--- src/rtl/ies_regs.vh ---
// Purpose: constants for the instruction execute subset
// Assumes: included by the design files by bare name
// Notes: opcodes are a local code, not the real instruction encoding
`ifndef IES_REGS_VH
`define IES_REGS_VH

// operation codes presented on op_code
`define IES_OP_NOP 5'h00
`define IES_OP_CLRM 5'h01
`define IES_OP_SETM 5'h02
`define IES_OP_CLRWDT 5'h03
`define IES_OP_WDT1 5'h04
`define IES_OP_WDT2 5'h05
`define IES_OP_SWAP 5'h06
`define IES_OP_SWAPW 5'h07
`define IES_OP_HALT 5'h08
`define IES_OP_ADC 5'h09
`define IES_OP_ADCMEM 5'h0a
`define IES_OP_ADD 5'h0b
`define IES_OP_ADDI 5'h0c
`define IES_OP_ADDMEM 5'h0d
`define IES_OP_AND 5'h0e
`define IES_OP_ANDI 5'h0f
`define IES_OP_ANDMEM 5'h10
`define IES_OP_TRDC 5'h11
`define IES_OP_TRDL 5'h12
`define IES_OP_SKIP 5'h13

// data memory address of the program counter low byte
`define IES_PCLO_ADDR 8'h06
// page number of the last program memory page
`define IES_LAST_PAGE 4'hf
// reset values
`define IES_RST_WORK 8'h00
`define IES_RST_THB 7'h00
// machine cycles of short and long instructions
`define IES_CYC_SHORT 2'h1
`define IES_CYC_LONG 2'h2

`endif

--- src/rtl/ies_alu.v ---
// Purpose: 8-bit adder and and-unit with status flags
// Assumes: purely combinational
// Notes: overflow is carry into bit 7 xor carry out of bit 7
`timescale 1ns/1ps
module ies_alu (
    input wire [7:0] a,
    input wire [7:0] b,
    input wire cin,
    input wire sel_and,
    output reg [7:0] res,
    output reg c_out,
    output reg hc_out,
    output reg sv_out,
    output reg z_out
);
    reg [4:0] low;
    reg [7:0] sum7;

    // add path keeps nibble and bit-7 carries for half and signed flags
    always @* begin
        low = {1'b0, a[3:0]} + {1'b0, b[3:0]} + {4'h0, cin};
        sum7 = {1'b0, a[6:0]} + {1'b0, b[6:0]} + {7'h00, cin};
        {c_out, res} = {1'b0, a} + {1'b0, b} + {8'h00, cin};
        hc_out = low[4];
        sv_out = sum7[7] ^ c_out;
        if (sel_and) begin
            res = a & b;
            c_out = 1'b0;
            hc_out = 1'b0;
            sv_out = 1'b0;
        end
        z_out = (res == 8'h00);
    end
endmodule // ies_alu

--- src/rtl/ies_exec.v ---
// Purpose: executes table reads, misc ops, add/adc and and families
// Assumes: data byte [m] is valid on mem_rdata with op_start;
//          program memory answers prog_data within the cycle in which prog_rd stands
// Notes: one op at a time; op_start is only honoured while op_ready
//
// Behaviour
// - current-page table read: high part to table high byte, low to [m], 2 cycles.
// - last-page table read: same transfer from last page, 2 cycles, flags kept.
// - nibble swap of [m], result to [m] or working register, flags kept.
// - power-down op takes 1 cycle, enters power-down, updates timeout/power flags.
// - both pre-clear ops back to back clear timeout and power flags; else kept.
// - conditional skip takes two cycles when skipping, one otherwise.
// - any write of the program counter low byte takes 2 cycles.
// - add-with-carry sums working, [m] and carry; updates all four flags.
// - memory-destination add and add-with-carry write the sum into [m].
// - plain add from memory sums working and [m] without carry, four flags.
// - immediate add sums working and immediate into working, four flags.
// - and with memory is bitwise, changes only zero flag.
// - immediate and into working register, only zero flag changes.
// - memory-destination and writes result into [m], only zero flag.
// - watchdog clear resets counter and clears timeout and power flags.
// - clear-memory forces [m] to zero, no flag change.
`timescale 1ns/1ps
`include "ies_regs.vh"
module ies_exec #(
    parameter PC_W = 12,
    parameter PW_W = 15
) (
    input wire mclk,
    input wire sys_rst,
    input wire op_start,
    input wire [4:0] op_code,
    input wire [7:0] op_addr,
    input wire [7:0] op_imm,
    input wire [7:0] mem_rdata,
    input wire skip_cond,
    input wire [PC_W-1:0] pc,
    input wire [7:0] table_ptr,
    input wire [PW_W-1:0] prog_data,
    input wire wdt_timeout,
    input wire wake,
    output reg op_ready,
    output reg op_done,
    output reg [1:0] op_cycles,
    output reg skip_next,
    output reg mem_we,
    output reg [7:0] mem_waddr,
    output reg [7:0] mem_wdata,
    output reg prog_rd,
    output reg [PC_W-1:0] prog_addr,
    output reg [7:0] working_register,
    output reg [PW_W-9:0] table_high_byte_reg,
    output reg carry_flag,
    output reg auxiliary_carry_flag,
    output reg zero_flag,
    output reg twos_complement_excess_flag,
    output reg watchdog_timeout_flag,
    output reg power_down_flag,
    output reg watchdog_clear,
    output reg power_down
);
    localparam ST_IDLE = 2'h0;
    localparam ST_TBL = 2'h1;
    localparam ST_LONG = 2'h2;
    localparam PRE_NONE = 2'h0;
    localparam PRE_FIRST = 2'h1;
    localparam PRE_SECOND = 2'h2;

    reg [1:0] state;
    reg [1:0] pre_seen;
    reg [7:0] alu_b;
    reg alu_cin;
    reg alu_and;
    wire [7:0] alu_res;
    wire alu_c;
    wire alu_hc;
    wire alu_sv;
    wire alu_z;
    wire take;
    wire [7:0] swapped;
    wire pclo_target;

    assign take = op_start & op_ready;
    assign swapped = {mem_rdata[3:0], mem_rdata[7:4]};
    assign pclo_target = (op_addr == `IES_PCLO_ADDR);

    ////////////////////////////////////////////////////////////////////
    // operand selection for the arithmetic unit
    always @* begin
        alu_b = mem_rdata;
        alu_cin = 1'b0; // plain add ignores carry
        alu_and = 1'b0;
        case (op_code)
            `IES_OP_ADC, `IES_OP_ADCMEM: alu_cin = carry_flag;
            `IES_OP_ADDI: alu_b = op_imm;
            `IES_OP_AND, `IES_OP_ANDMEM: alu_and = 1'b1;
            `IES_OP_ANDI: begin
                alu_b = op_imm;
                alu_and = 1'b1;
            end
            default: alu_cin = 1'b0;
        endcase
    end

    ies_alu u_alu (
        .a(working_register),
        .b(alu_b),
        .cin(alu_cin),
        .sel_and(alu_and),
        .res(alu_res),
        .c_out(alu_c),
        .hc_out(alu_hc),
        .sv_out(alu_sv),
        .z_out(alu_z)
    );

    ////////////////////////////////////////////////////////////////////
    // sequencing, data path and flags
    always @(posedge mclk) begin
        if (sys_rst) begin
            state <= ST_IDLE;
            pre_seen <= PRE_NONE;
            op_ready <= 1'b1;
            op_done <= 1'b0;
            op_cycles <= 2'h0;
            skip_next <= 1'b0;
            mem_we <= 1'b0;
            mem_waddr <= 8'h00;
            mem_wdata <= 8'h00;
            prog_rd <= 1'b0;
            prog_addr <= {PC_W{1'b0}};
            working_register <= `IES_RST_WORK;
            table_high_byte_reg <= `IES_RST_THB;
            carry_flag <= 1'b0;
            auxiliary_carry_flag <= 1'b0;
            zero_flag <= 1'b0;
            twos_complement_excess_flag <= 1'b0;
            watchdog_timeout_flag <= 1'b0;
            power_down_flag <= 1'b0;
            watchdog_clear <= 1'b0;
            power_down <= 1'b0;
        end else begin
            // pulses default low each cycle
            op_done <= 1'b0;
            mem_we <= 1'b0;
            prog_rd <= 1'b0;
            watchdog_clear <= 1'b0;
            skip_next <= 1'b0;
            if (wake) begin
                power_down <= 1'b0;
            end
            case (state)
                ST_IDLE: begin
                    if (take) begin
                        op_cycles <= `IES_CYC_SHORT;
                        op_done <= 1'b1;
                        mem_waddr <= op_addr;
                        // pre-clear pairing breaks on any other op
                        pre_seen <= PRE_NONE;
                        case (op_code)
                            `IES_OP_CLRM: begin
                                mem_we <= 1'b1;
                                mem_wdata <= 8'h00;
                            end
                            `IES_OP_SETM: begin
                                mem_we <= 1'b1;
                                mem_wdata <= 8'hff;
                            end
                            `IES_OP_SWAP: begin
                                mem_we <= 1'b1;
                                mem_wdata <= swapped;
                            end
                            `IES_OP_SWAPW: working_register <= swapped;
                            `IES_OP_CLRWDT: begin
                                watchdog_clear <= 1'b1;
                                watchdog_timeout_flag <= wdt_timeout;
                                power_down_flag <= 1'b0;
                            end
                            `IES_OP_WDT1, `IES_OP_WDT2: begin
                                if ((op_code == `IES_OP_WDT1 &&
                                     pre_seen == PRE_SECOND) ||
                                    (op_code == `IES_OP_WDT2 &&
                                     pre_seen == PRE_FIRST)) begin
                                    watchdog_clear <= 1'b1;
                                    watchdog_timeout_flag <= wdt_timeout;
                                    power_down_flag <= 1'b0;
                                end else begin
                                    pre_seen <= (op_code == `IES_OP_WDT1) ?
                                        PRE_FIRST : PRE_SECOND;
                                end
                            end
                            `IES_OP_HALT: begin
                                // one cycle, then sleep until wake
                                power_down <= 1'b1;
                                power_down_flag <= 1'b1;
                                watchdog_timeout_flag <= wdt_timeout;
                                watchdog_clear <= 1'b1;
                            end
                            `IES_OP_ADC, `IES_OP_ADD, `IES_OP_ADDI: begin
                                working_register <= alu_res;
                                carry_flag <= alu_c;
                                auxiliary_carry_flag <= alu_hc;
                                zero_flag <= alu_z;
                                twos_complement_excess_flag <= alu_sv;
                            end
                            `IES_OP_ADCMEM, `IES_OP_ADDMEM: begin
                                mem_we <= 1'b1;
                                mem_wdata <= alu_res;
                                carry_flag <= alu_c;
                                auxiliary_carry_flag <= alu_hc;
                                zero_flag <= alu_z;
                                twos_complement_excess_flag <= alu_sv;
                            end
                            `IES_OP_AND, `IES_OP_ANDI: begin
                                working_register <= alu_res;
                                zero_flag <= alu_z;
                            end
                            `IES_OP_ANDMEM: begin
                                mem_we <= 1'b1;
                                mem_wdata <= alu_res;
                                zero_flag <= alu_z;
                            end
                            `IES_OP_TRDC, `IES_OP_TRDL: begin
                                // word arrives next cycle
                                op_done <= 1'b0;
                                op_ready <= 1'b0;
                                prog_rd <= 1'b1;
                                prog_addr <= (op_code == `IES_OP_TRDC) ?
                                    {pc[PC_W-1:8], table_ptr} :
                                    {`IES_LAST_PAGE, table_ptr};
                                state <= ST_TBL;
                            end
                            `IES_OP_SKIP: begin
                                if (skip_cond) begin
                                    op_done <= 1'b0;
                                    op_ready <= 1'b0;
                                    state <= ST_LONG;
                                end
                            end
                            default: op_cycles <= `IES_CYC_SHORT;
                        endcase
                        // a write landing on the pc low byte costs a cycle
                        if (pclo_target && (op_code == `IES_OP_CLRM ||
                            op_code == `IES_OP_SETM ||
                            op_code == `IES_OP_SWAP ||
                            op_code == `IES_OP_ADCMEM ||
                            op_code == `IES_OP_ADDMEM ||
                            op_code == `IES_OP_ANDMEM)) begin
                            op_done <= 1'b0;
                            op_ready <= 1'b0;
                            state <= ST_LONG;
                        end
                    end
                end
                ST_TBL: begin
                    // capture word; flags untouched
                    table_high_byte_reg <= prog_data[PW_W-1:8];
                    mem_we <= 1'b1;
                    mem_wdata <= prog_data[7:0];
                    op_cycles <= `IES_CYC_LONG;
                    op_done <= 1'b1;
                    op_ready <= 1'b1;
                    state <= ST_IDLE;
                end
                ST_LONG: begin
                    // second cycle for skip and pc writes
                    op_cycles <= `IES_CYC_LONG;
                    op_done <= 1'b1;
                    op_ready <= 1'b1;
                    skip_next <= (op_cycles == `IES_CYC_SHORT) & ~mem_we;
                    state <= ST_IDLE;
                end
                default: state <= ST_IDLE;
            endcase
            // a timeout event wins over any clear in the same cycle
            if (wdt_timeout) begin
                watchdog_timeout_flag <= 1'b1;
            end
        end
    end
endmodule // ies_exec

--- config.mk ---
export PLATFORM = sky130hd
export DESIGN_NAME = ies_exec
export DESIGN_NICKNAME = d
export VERILOG_FILES = /design/src/rtl/ies_alu.v /design/src/rtl/ies_exec.v
export VERILOG_INCLUDE_DIRS = /design/src /design/src/rtl
export SDC_FILE = /design/constraint.sdc
export NUM_CORES = 1
export LEC_CHECK = 0
export BUFFER_PORTS_ARGS = -buffer_cell sky130_fd_sc_hd__buf_2
export CAP_MARGIN = 20
export CORE_MARGIN = 8
export CORE_UTILIZATION = 40
export CTS_CLUSTER_DIAMETER = 200
export CTS_CLUSTER_SIZE = 30
export DETAILED_ROUTE_END_ITERATION = 10
export PLACE_DENSITY_LB_ADDON = 0.3
export SETUP_SLACK_MARGIN = 0.5
export SLEW_MARGIN = 0
export SYNTH_ARGS = -nofsm -noshare
export SYNTH_HDL_FRONTEND = slang
export SYNTH_SLANG_ARGS = --single-unit
export TNS_END_PERCENT = 1
--- constraint.sdc ---
create_clock -name mclk -period 8.1 [get_ports mclk]
set_clock_uncertainty 0.1 [all_clocks]
set_input_delay 0.81 -clock mclk [delete_from_list [all_inputs] [get_ports mclk]]
set_output_delay 0.81 -clock mclk [all_outputs]
set_load 0.1 [all_outputs]
==> impl_results.md, run 1 <==
* Outcome: finished clean
* Critical path class: in -> reg
* Nets at 611
* Met3 Use GR at 4.651%
* Largest stage delay on the critical path at 0.60 ns
* Net Count, Synth at 501
* Hold Crit Class: reg -> reg
* Number of global-route vias before repair at 3332
* EDFF count, synth at 0
* Initial antenna violation count at 0
* Cts hold-fix bufs at 0
* Core box area at 8678 um2
* Yosys top cell area share at 34.84%
* Reg2reg setup slack at 5.35 ns
* DR iter-0 viols at 163
* RSZ-0062 raised after global routing: no
* Min-Delay Endpoint: skip_next$_SDFF_PP0_
* Die Wd at 110.4 um
* IO Pins at 128
* CTS tree: built
* Max reg flops at 12
* Largest reg by FF count: prog_addr
* Commonest cells after routing, fill and taps aside: 119 x buf_2, 62 x dfxtp_1, 53 x nand2_1
* H-tree levels at 3
* Final period util at 55.95%
* Leak at 1.954 nW
* Commonest non-fill, non-tap cell in the layout: buf_2
* Largest family of logic cells by synthesized area: simple AND/OR/NAND/NOR gates
* Via Count at 3427
* Clock sink count at 62
* Slew @ Worst Pin at 0.8677 ns
* Crit end category: flip-flop
* Clock latency on the worst-skew pair at 0.34 ns
* Post-Synth XOR/XNOR Area at 1.229%
* Worst Min Path Start: mem_we$_SDFF_PP0_
* Mean routed wirelength per cell at 16.22 um
* Yosys reg bits at 62
* Max_cap viols at 0
* Fin cells at 640
* Vias per cell at 5.355
* Synthesis-to-layout area growth at 22.66%
* Drt total wl at 10.38 mm
* Grt ovf at 0
* Layout cells sized above 1 at 32.33%
* Placed cell count at 624
* Post-route ant nets at 0
* GR Util All Layers at 17.15%
* Die area at 12180 um2
* IO buf count at 119
* Post-synthesis mux area share at 8.711%
* Final Instance Area at 4369 um2
* Yosys top cell by area: dfxtp_1
* # rows at 34
* Dpl cell area at 4194 um2
* Worst r2r src: working_register[0]$_SDFFE_PP0P_
* Synth cell types at 65
* Clock-pin slew on the worst setup and hold paths at 0.07 ns
* Root Driver: clkbuf_8
* Routing usage on met1 at 21.77%
* CP required at 8.23 ns
* Hold Crit Depth at 1
* Synth Area in Simple Gates at 23.22%
* Pre-Repair DR Iteration Count at 4
* Initial core utilization at 41.05%
* Fillers at 902
* Pwr/cell area at 176.3 nW/um2
* Final setup TNS at 0 ns
* Synth Area in Adders at 5.339%
* Worst Reg-to-Reg Cells at 8
* Max FO, Critical Path at 12
* Met2 usage at 27.53%
* Synth warnings at 0
* Syn Inst Count at 417
* Crit path cell chain: buf_2 > and2b_1 > nand2b_1 > nor3_2 > mux2_2 > inv_1 > fa_1 > inv_1 > fa_1 > a21o_1 > a221oi_1 > xnor2_1 > mux2i_1 > nand2b_1 > a2111oi_2
* Primary FF master, synth: dfxtp_1
* Slew Viols, Final at 0
* DP HPWL at 8.057 mm
* Synth Area in Compound Gates at 22.20%
* Tmin final at 4.532 ns
* Largest net degree at the start of global routing at 71
* Final setup vio count at 0
* Setup bufs post-CTS at 0
* First-pass GRT wire length at 16.52 mm
* Avg Inst Size Synth at 8.542 um2
* Fin Hold WS at 0.3289 ns
* Grt peak-use layer: met2
* Inserted Diodes at 0
* Die Y at 110.4 um
* Worst path buffer plus inverter count at 3
* Max rail drop VDD at 0.1134 mV
* RR Endpoint: zero_flag$_SDFFE_PP0P_
* FFs w/ async S/R, synth at 0%
* Fmax at 0.2206 GHz
* Family with the most delay on the worst path: simple AND/OR/NAND/NOR gates
* Sequential fraction of the synthesis area at 34.84%
* CP arrival at 4.66 ns
* TritonCTS Buffers at 9
* PostCTS Resize Cnt at 0
* Top cells by area, synth: dfxtp_1 35%, mux2i_1 6.2%, a21oi_1 5.8%
* Slew HR at 42.16%
* Hold Vio Cnt, Final at 0
* CTS max path bufs at 2
* Pre-CTS WS at 3.261 ns
* Synth Cell Area at 3562 um2
* Fin worst setup slack at 3.568 ns
* CP Launch Type: input pin
* Slowest cell on crit path: nor3_2
* DRC Markers at 0
* GP Congestion at 0.9018
## layer usage
metal	wire length, um	up-vias
met5	0	-
met4	106	0
met3	708	8
met2	5031	98
met1	4535	1593
li1	-	1728
## synthesized netlist by cell type (all sizes together) (3+ instances only)
library cell,count
o21a,6
clkbuf,13
nor2,49
mux2,8
nor2b,5
nand3,4
nand3b,8
o22ai,7
nor3,13
inv,10
a21oi,42
nor4,4
xnor2,4
mux2i,22
a221oi,6
nand4,3
nand2b,8
a311oi,3
ha,12
o21ai,14
nand2,55
a211oi,5
a2111oi,3
buf,10
a21o,6
dfxtp,62
o31ai,6
## layout make-up
type                       count  area, um2  area share (%)
tap                          108      135.1           3.093
timing repair buffer         122      618.1           14.15
clock inverter                 5      33.78          0.7732
clock buffer                  11      141.4           3.236
sequential                    62       1241           28.41
multi-input combinational    322       2162           49.48
inverter                      10      37.54          0.8591
## cells by family after synthesis
| family | count (synthesis) |
|---|---|
| adder cells (fa/ha/maj) | 14 |
| flip-flops | 62 |
| XOR/XNOR | 5 |
| AND/OR/NAND/NOR | 163 |
| buffers and inverters | 33 |
| multiplexers | 30 |
| AO/OA/AOI/OAI | 110 |
## metrics by stage
| stage | power (W) | util (%) |
|---|---|---|
| 3_3_place_gp | 0.0005307 | 48.24 |
| 2_1_floorplan | 0.0004873 | - |
| 6_report | 0.0007702 | 50.35 |
| 4_1_cts | 0.0007782 | 50.35 |
| 5_1_grt | 0.0008082 | 50.35 |
| 3_5_place_dp | 0.0005335 | 48.33 |
## where the power goes
group	switching (W)	internal [W]
sequential	0.00000705	0.000316
clock	0.000124	0.000119
combinational	0.000148	0.0000564
## worst max path at each step
stage	endpoint	startpoint	slack, ns	cells after the start
6_report	mem_wdata[6]$_SDFFE_PP0P_	op_code[1]	3.57	15
5_1_grt	mem_wdata[4]$_SDFFE_PP0P_	op_code[1]	3.33	15
2_1_floorplan	mem_wdata[6]$_SDFFE_PP0P_	op_code[1]	4.02	14
4_1_cts	mem_wdata[6]$_SDFFE_PP0P_	op_code[1]	3.61	15
3_3_place_gp	mem_wdata[6]$_SDFFE_PP0P_	op_code[1]	3.35	15
3_5_place_dp	mem_wdata[6]$_SDFFE_PP0P_	op_code[1]	3.26	15
Note: power is estimated with default switching activity, not from simulation.
==> run 2: changes to the inputs <==
Clock period 8.1 ns to 4.75 ns, I/O delays scaled along.
==> run 2 against run 1 <==
Against the previous run: non-clock buffer count up 1; combinational power up 71%; clock-buffer cell count down 1; routed wire length up 2.8%; sequential share of layout area down 0.40 points; highest routed layer unchanged; global-route usage up 0.12 points.
==> impl_results.md, run 2 (synthesis results as in run 1) <==
* Mean routed wirelength per cell at 16.65 um (was 16.22 um)
* Crit path cell chain: buf_2 > and2b_1 > nand2b_1 > nor3_2 > mux2_2 > inv_1 > fa_1 > inv_1 > fa_1 > a21o_1 > a21oi_1 > xor2_1 > o21ai_0 > a221oi_1 > o21ai_0 (was buf_2 > and2b_1 > nand2b_1 > nor3_2 > mux2_2 > inv_1 > fa_1 > inv_1 > fa_1 > a21o_1 > a221oi_1 > xnor2_1 > mux2i_1 > nand2b_1 > a2111oi_2)
* RSZ-0062 raised after global routing: no (unchanged)
* Int Power at 0.0009473 W (was 0.0004916 W)
* Slowest cell on crit path: fa_1 (was nor3_2)
* Clock-pin slew on the worst setup and hold paths at 0.08 ns (was 0.07 ns)
* Initial core utilization at 41.05% (unchanged)
* Crit end category: flip-flop (unchanged)
* Die area at 12180 um2 (unchanged)
* CTS tree: built (unchanged)
* Vias per cell at 5.296 (was 5.355)
* Switching power at 0.0004852 W (was 0.0002786 W)
* IO buf count at 119 (unchanged)
* Post-route ant nets at 0 (unchanged)
* Grt ovf at 0 (unchanged)
* Final Instance Area at 4432 um2 (was 4369 um2)
* Initial antenna violation count at 0 (unchanged)
* Clock latency on the worst-skew pair at 0.34 ns (about the same)
* Core box area at 8678 um2 (unchanged)
* Sw Ratio at 33.87% (was 36.17%)
* IO Pins at 128 (unchanged)
* Worst Reg-to-Reg Cells at 8 (unchanged)
* Leak at 1.983 nW (was 1.954 nW)
* Fin worst setup slack at 0.9697 ns (was 3.568 ns)
* Final period util at 79.59%
* Worst path depth at 15 (unchanged)
* CP arrival at 3.89 ns (was 4.66 ns)
* Slew @ Worst Pin at 0.8793 ns (was 0.8677 ns)
* Max FO, Critical Path at 12 (unchanged)
* Final setup TNS at 0 ns (unchanged)
* Critical path class: in -> reg (unchanged)
* Family with the most delay on the worst path: compound AO/OA/AOI/OAI gates (was simple AND/OR/NAND/NOR gates)
* Drt total wl at 10.67 mm (was 10.38 mm)
* Pre-Repair DR Iteration Count at 4 (unchanged)
* Final setup vio count at 0 (unchanged)
* Die Wd at 110.4 um (unchanged)
* Largest net degree at the start of global routing at 38 (was 71)
* Slew HR at 41.38% (was 42.16%)
* GP Congestion at 0.9038 (was 0.9018)
* CP required at 4.86 ns (was 8.23 ns)
* Worst path buffer plus inverter count at 3 (unchanged)
* Commonest non-fill, non-tap cell in the layout: buf_2 (unchanged)
* Commonest cells after routing, fill and taps aside: 119 x buf_2, 62 x dfxtp_1, 53 x nand2_1 (unchanged)
* Synthesis-to-layout area growth at 24.41% (was 22.66%)
* CP Launch Type: input pin (unchanged)
* Max_cap viols at 0 (unchanged)
* GR Util All Layers at 17.27% (was 17.15%)
* Combinational fraction of design power at 24.4% (was 26.5%)
* PostCTS Resize Cnt at 0 (unchanged)
* Via Count at 3395 (was 3427)
* Seq pwr share at 38.4% (was 41.9%)
* Die Y at 110.4 um (unchanged)
* Hold Vio Cnt, Final at 0 (unchanged)
* Outcome: finished clean (unchanged)
* Max reg flops at 12 (unchanged)
* Hold Crit Depth at 3 (was 1)
* Largest reg by FF count: prog_addr (unchanged)
* Setup bufs post-CTS at 0 (unchanged)
* Clock sink count at 62 (unchanged)
* Inserted Diodes at 0 (unchanged)
* DR iter-0 viols at 167 (was 163)
* Nets at 612 (was 611)
* Dpl cell area at 4202 um2 (was 4194 um2)
* Clk pwr share at 37.2% (was 31.6%)
* Pre-CTS WS at 0.6645 ns (was 3.261 ns)
* Root Driver: clkbuf_8 (unchanged)
* First-pass GRT wire length at 16.46 mm (was 16.52 mm)
* H-tree levels at 3 (unchanged)
* Number of global-route vias before repair at 3331 (was 3332)
* Fmax at 0.2645 GHz
* DRC Markers at 0 (unchanged)
* CTS max path bufs at 2 (unchanged)
* TritonCTS Buffers at 9 (unchanged)
* Slew Viols, Final at 0 (unchanged)
* Cts hold-fix bufs at 0 (unchanged)
* Tmin final at 3.780 ns
* Hold Crit Class: in -> reg (was reg -> reg)
* DP HPWL at 8.164 mm (was 8.057 mm)
* # rows at 34 (unchanged)
* Largest stage delay on the critical path at 0.40 ns (was 0.60 ns)
* Layout cells sized above 1 at 32.65% (was 32.33%)
* Max rail drop VDD at 0.2212 mV (was 0.1134 mV)
* Pwr/cell area at 323.2 nW/um2 (was 176.3 nW/um2)
[run 2: cell count changes in the layout (fill, tap and decap cells not counted), sizes merged]
cell    before  now
clkinv       2    1
clkbuf      11   10
bufinv       0    2
buf        122  123
[run 2: final cells by class]
| class | instances | area (um2) |
|---|---|---|
| fillers | 900 | 4247 |
| multi-input cells | 322 | 2162 |
| flip-flops and latches | 62 | 1241 |
| repair buffers | 123 | 625.6 |
| clock buffers | 10 | 137.6 |
| well taps | 108 | 135.1 |
| clock inverters | 6 | 92.59 |
| inverters | 10 | 37.54 |
[run 2: final timing paths]
| kind | start | end | slack [ns] |
|---|---|---|---|
| max | op_code[1] | mem_wdata[4]$_SDFFE_PP0P_ | 0.97 |
| min | wdt_timeout | watchdog_timeout_flag$_SDFFE_PP0P_ | 0.24 |
| max reg2reg | carry_flag$_SDFFE_PP0P_ | zero_flag$_SDFFE_PP0P_ | 2.00 |
| min reg2reg | mem_we$_SDFF_PP0_ | skip_next$_SDFF_PP0_ | 0.34 |
[run 2: tightest hold or removal path, delay by kind of cell]
kind,cells,cell delay [ns]
AOI/OAI and AO/OA,1,0.03
buffers and inverters,1,0.08
and+or+nand+nor,1,0.06
[run 2: routing by layer]
metal / GRT usage, % / vias to the layer above / share of wire, %
met3: 4.535 / 13 / 7.1
met2: 28.64 / 94 / 49
met1: 20.73 / 1570 / 42
li1: - / 1718 / -
met4: 7.136 / 0 / 1.3
met5: 0 / - / 0
[run 2: power groups by stage]
| stage | Clock (W) | Sequential (W) | Combinational (W) |
|---|---|---|---|
| after global routing | 0.000572 | 0.000552 | 0.000374 |
| final | 0.000533 | 0.000550 | 0.000349 |
| after floorplan | 0 | 0.000682 | 0.000149 |
| after detailed placement | 0 | 0.000562 | 0.000348 |
| after global placement | 0 | 0.000562 | 0.000344 |
| after CTS | 0.000545 | 0.000550 | 0.000350 |
[run 2: metrics by stage]
stage / power [W] / util [%] / hold slack [ns] / std cells
finish: 0.001433 / 51.07 / 0.2426 / 641
global placement: 0.0009053 / 48.33 / 0.3133 / 624
floorplan: 0.0008309 / - / 0.3849 / 417
global route: 0.001498 / 51.07 / 0.2539 / 641
CTS: 0.001445 / 51.07 / 0.2307 / 641
detailed placement: 0.0009097 / 48.41 / 0.3246 / 625
==> run 3: changes to the inputs <==
Clock period 4.75 ns to 3.34 ns, I/O delays scaled along.
==> run 3 against run 2 <==
Against the previous run: design area up 7.6%; die area unchanged; hold slack worse by 0.15 ns; non-clock buffer count up 37; sequential share of layout area down 2.0 points; clock power up 24%; routed wire length up 2.2%; setup slack worse by 0.71 ns; critical endpoint is now mem_wdata[6]$_SDFFE_PP0P_; largest power group unchanged; global-route usage up 0.47 points; via count up 3.8%; highest routed layer unchanged; largest cell class unchanged; utilization up 3.9 points; sequential power up 42%.
==> impl_results.md, run 3 (synthesis results as in run 1) <==
* Slowest cell on crit path: fa_2 (was fa_1)
* Final setup vio count at 0 (unchanged)
* Final Instance Area at 4767 um2 (was 4432 um2)
* TritonCTS Buffers at 9 (unchanged)
* Crit path cell chain: buf_6 > and2b_2 > nand2b_4 > nor3_4 > mux2_4 > inv_2 > fa_2 > inv_2 > fa_2 > a21o_1 > a221oi_2 > xnor2_1 > mux2i_2 > nand2b_4 > a2111oi_2 (was buf_2 > and2b_1 > nand2b_1 > nor3_2 > mux2_2 > inv_1 > fa_1 > inv_1 > fa_1 > a21o_1 > a21oi_1 > xor2_1 > o21ai_0 > a221oi_1 > o21ai_0)
* Pwr/cell area at 420.4 nW/um2 (was 323.2 nW/um2)
* Synthesis-to-layout area growth at 33.83% (was 24.41%)
* GP Congestion at 0.8818 (was 0.9038)
* Critical path class: in -> reg (unchanged)
* CTS max path bufs at 2 (unchanged)
* Hold Crit Class: in -> reg (unchanged)
* Slew @ Worst Pin at 0.6413 ns (was 0.8793 ns)
* Uppermost routed layer: met4 (unchanged)
* Layout cells sized above 1 at 39.47% (was 32.65%)
* Outcome: finished clean (unchanged)
* Clock latency on the worst-skew pair at 0.34 ns (about the same)
* Pre-CTS WS at -0.1158 ns (was 0.6645 ns)
* H-tree levels at 3 (unchanged)
* Initial core utilization at 41.05% (unchanged)
* Hold Vio Cnt, Final at 0 (unchanged)
* Commonest cells after routing, fill and taps aside: 117 x buf_2, 62 x dfxtp_1, 53 x nand2_1 (was 119 x buf_2, 62 x dfxtp_1, 53 x nand2_1)
* Clk pwr share at 33.0% (was 37.2%)
* Number of global-route vias before repair at 3407 (was 3331)
* Commonest non-fill, non-tap cell in the layout: buf_2 (unchanged)
* Inserted Diodes at 0 (unchanged)
* # rows at 34 (unchanged)
* Routed wl met3 at 712 um (was 758 um)
* Core box area at 8678 um2 (unchanged)
* Die Y at 110.4 um (unchanged)
* Fillers at 870 (was 900)
* Slew HR at 57.25% (was 41.38%)
* CP Launch Type: input pin (unchanged)
* Metal2 WL at 5.314 mm (was 5.249 mm)
* Die area at 12180 um2 (unchanged)
* Die Wd at 110.4 um (unchanged)
* First-pass GRT wire length at 16.99 mm (was 16.46 mm)
* Grt ovf at 0 (unchanged)
* Crit end category: flip-flop (unchanged)
* DR iter-0 viols at 212 (was 167)
* Largest reg by FF count: prog_addr (unchanged)
* Combinational fraction of design power at 28.0% (was 24.4%)
* DP HPWL at 8.620 mm (was 8.164 mm)
* Drt total wl at 10.91 mm (was 10.67 mm)
* Max FO, Critical Path at 3 (was 12)
* Largest stage delay on the critical path at 0.35 ns (was 0.40 ns)
* Nets at 649 (was 612)
* IO buf count at 119 (unchanged)
* IO Pins at 128 (unchanged)
* Max reg flops at 12 (unchanged)
* Final period util at 92.19%
* Mean routed wirelength per cell at 16.09 um (was 16.65 um)
* Slew Viols, Final at 0 (unchanged)
* Seq pwr share at 39.1% (was 38.4%)
* CTS tree: built (unchanged)
* Post-route ant nets at 0 (unchanged)
* Clock sink count at 62 (unchanged)
* RSZ-0062 raised after global routing: yes (was no)
* Int Power at 0.001297 W (was 0.0009473 W)
* GR Util All Layers at 17.75% (was 17.27%)
* Dpl cell area at 4452 um2 (was 4202 um2)
* Sw Ratio at 35.31% (was 33.87%)
* Vias per cell at 5.198 (was 5.296)
* Root Driver: clkbuf_8 (unchanged)
* Fin Hold WS at 0.09697 ns (was 0.2426 ns)
* Initial antenna violation count at 0 (unchanged)
* CP arrival at 3.21 ns (was 3.89 ns)
* Wl on met1 at 4.778 mm (was 4.518 mm)
* Power Total at 0.002004 W (was 0.001433 W)
* Via Count at 3524 (was 3395)
* Switching power at 0.0007077 W (was 0.0004852 W)
* Tmin final at 3.079 ns
* Fin worst setup slack at 0.2609 ns (was 0.9697 ns)
* Fmax at 0.3248 GHz
* Leak at 2.179 nW (was 1.983 nW)
* Largest net degree at the start of global routing at 40 (was 38)
* CP required at 3.47 ns (was 4.86 ns)
* Max_cap viols at 0 (unchanged)
* DRC Markers at 0 (unchanged)
* Pre-Repair DR Iteration Count at 4 (unchanged)
* Max rail drop VDD at 0.2197 mV (was 0.2212 mV)
* Clock-pin slew on the worst setup and hold paths at 0.07 ns (was 0.08 ns)
## run 3: worst paths after layout
path                            from                            endpoint  slack, ns  cells after the start
max reg2reg  carry_flag$_SDFFE_PP0P_              zero_flag$_SDFFE_PP0P_       0.64                      8
max                       op_code[0]           mem_wdata[6]$_SDFFE_PP0P_       0.26                     15
min                      wdt_timeout  watchdog_timeout_flag$_SDFFE_PP0P_        0.1                      3
min reg2reg        mem_we$_SDFF_PP0_                skip_next$_SDFF_PP0_       0.33                      1
## run 3: area by class of cell
| cell class | count | area, um2 | share of cell area (%) |
|---|---|---|---|
| clock buffers | 9 | 123.9 | 2.598 |
| clock inverters | 7 | 73.82 | 1.549 |
| inverters | 10 | 37.54 | 0.7874 |
| multi-input cells | 322 | 2236 | 46.90 |
| flip-flops and latches | 62 | 1241 | 26.04 |
| well taps | 108 | 135.1 | 2.835 |
| repair buffers | 160 | 919.6 | 19.29 |
## run 3: layer usage
layer | vias to the layer above | global-route usage, %
li1 | 1807 | -
met1 | 1617 | 22.46
met2 | 92 | 28.30
met3 | 8 | 5.523
met4 | 0 | 5.233
met5 | - | 0
## run 3: timing repair
| item | 4_1_cts | 5_1_grt |
|---|---|---|
| resized for setup | 8 | 5 |
| setup buffers | 5 | 3 |
| setup endpoints to repair | 10 | 16 |
| hold buffers | 0 | 0 |
| pin swaps | 9 | 11 |
## run 3: metrics by stage
step | cells | util [%] | TNS [ns]
after global routing | 678 | 54.93 | 0
after detailed placement | 654 | 51.30 | -0.3607
after floorplan | 417 | - | 0
after CTS | 675 | 54.43 | 0
after global placement | 654 | 51.30 | -0.09526
final | 678 | 54.93 | 0
## run 3: power groups by stage
stage	Clock (W)	Combinational (W)	Sequential (W)
after CTS	0.000672	0.000551	0.000783
after detailed placement	0	0.000534	0.000800
after global placement	0	0.000529	0.000799
after global routing	0.000713	0.000600	0.000786
after floorplan	0	0.000217	0.000970
final	0.000661	0.000561	0.000783
## run 3: worst max-delay path, delay by kind of cell
family / cells / cell delay (ns)
buf+inv: 3 / 0.19
fa+ha+maj: 2 / 0.57
xor+xnor: 1 / 0.18
compound gates: 3 / 0.82
simple gates: 4 / 0.65
mux: 2 / 0.47
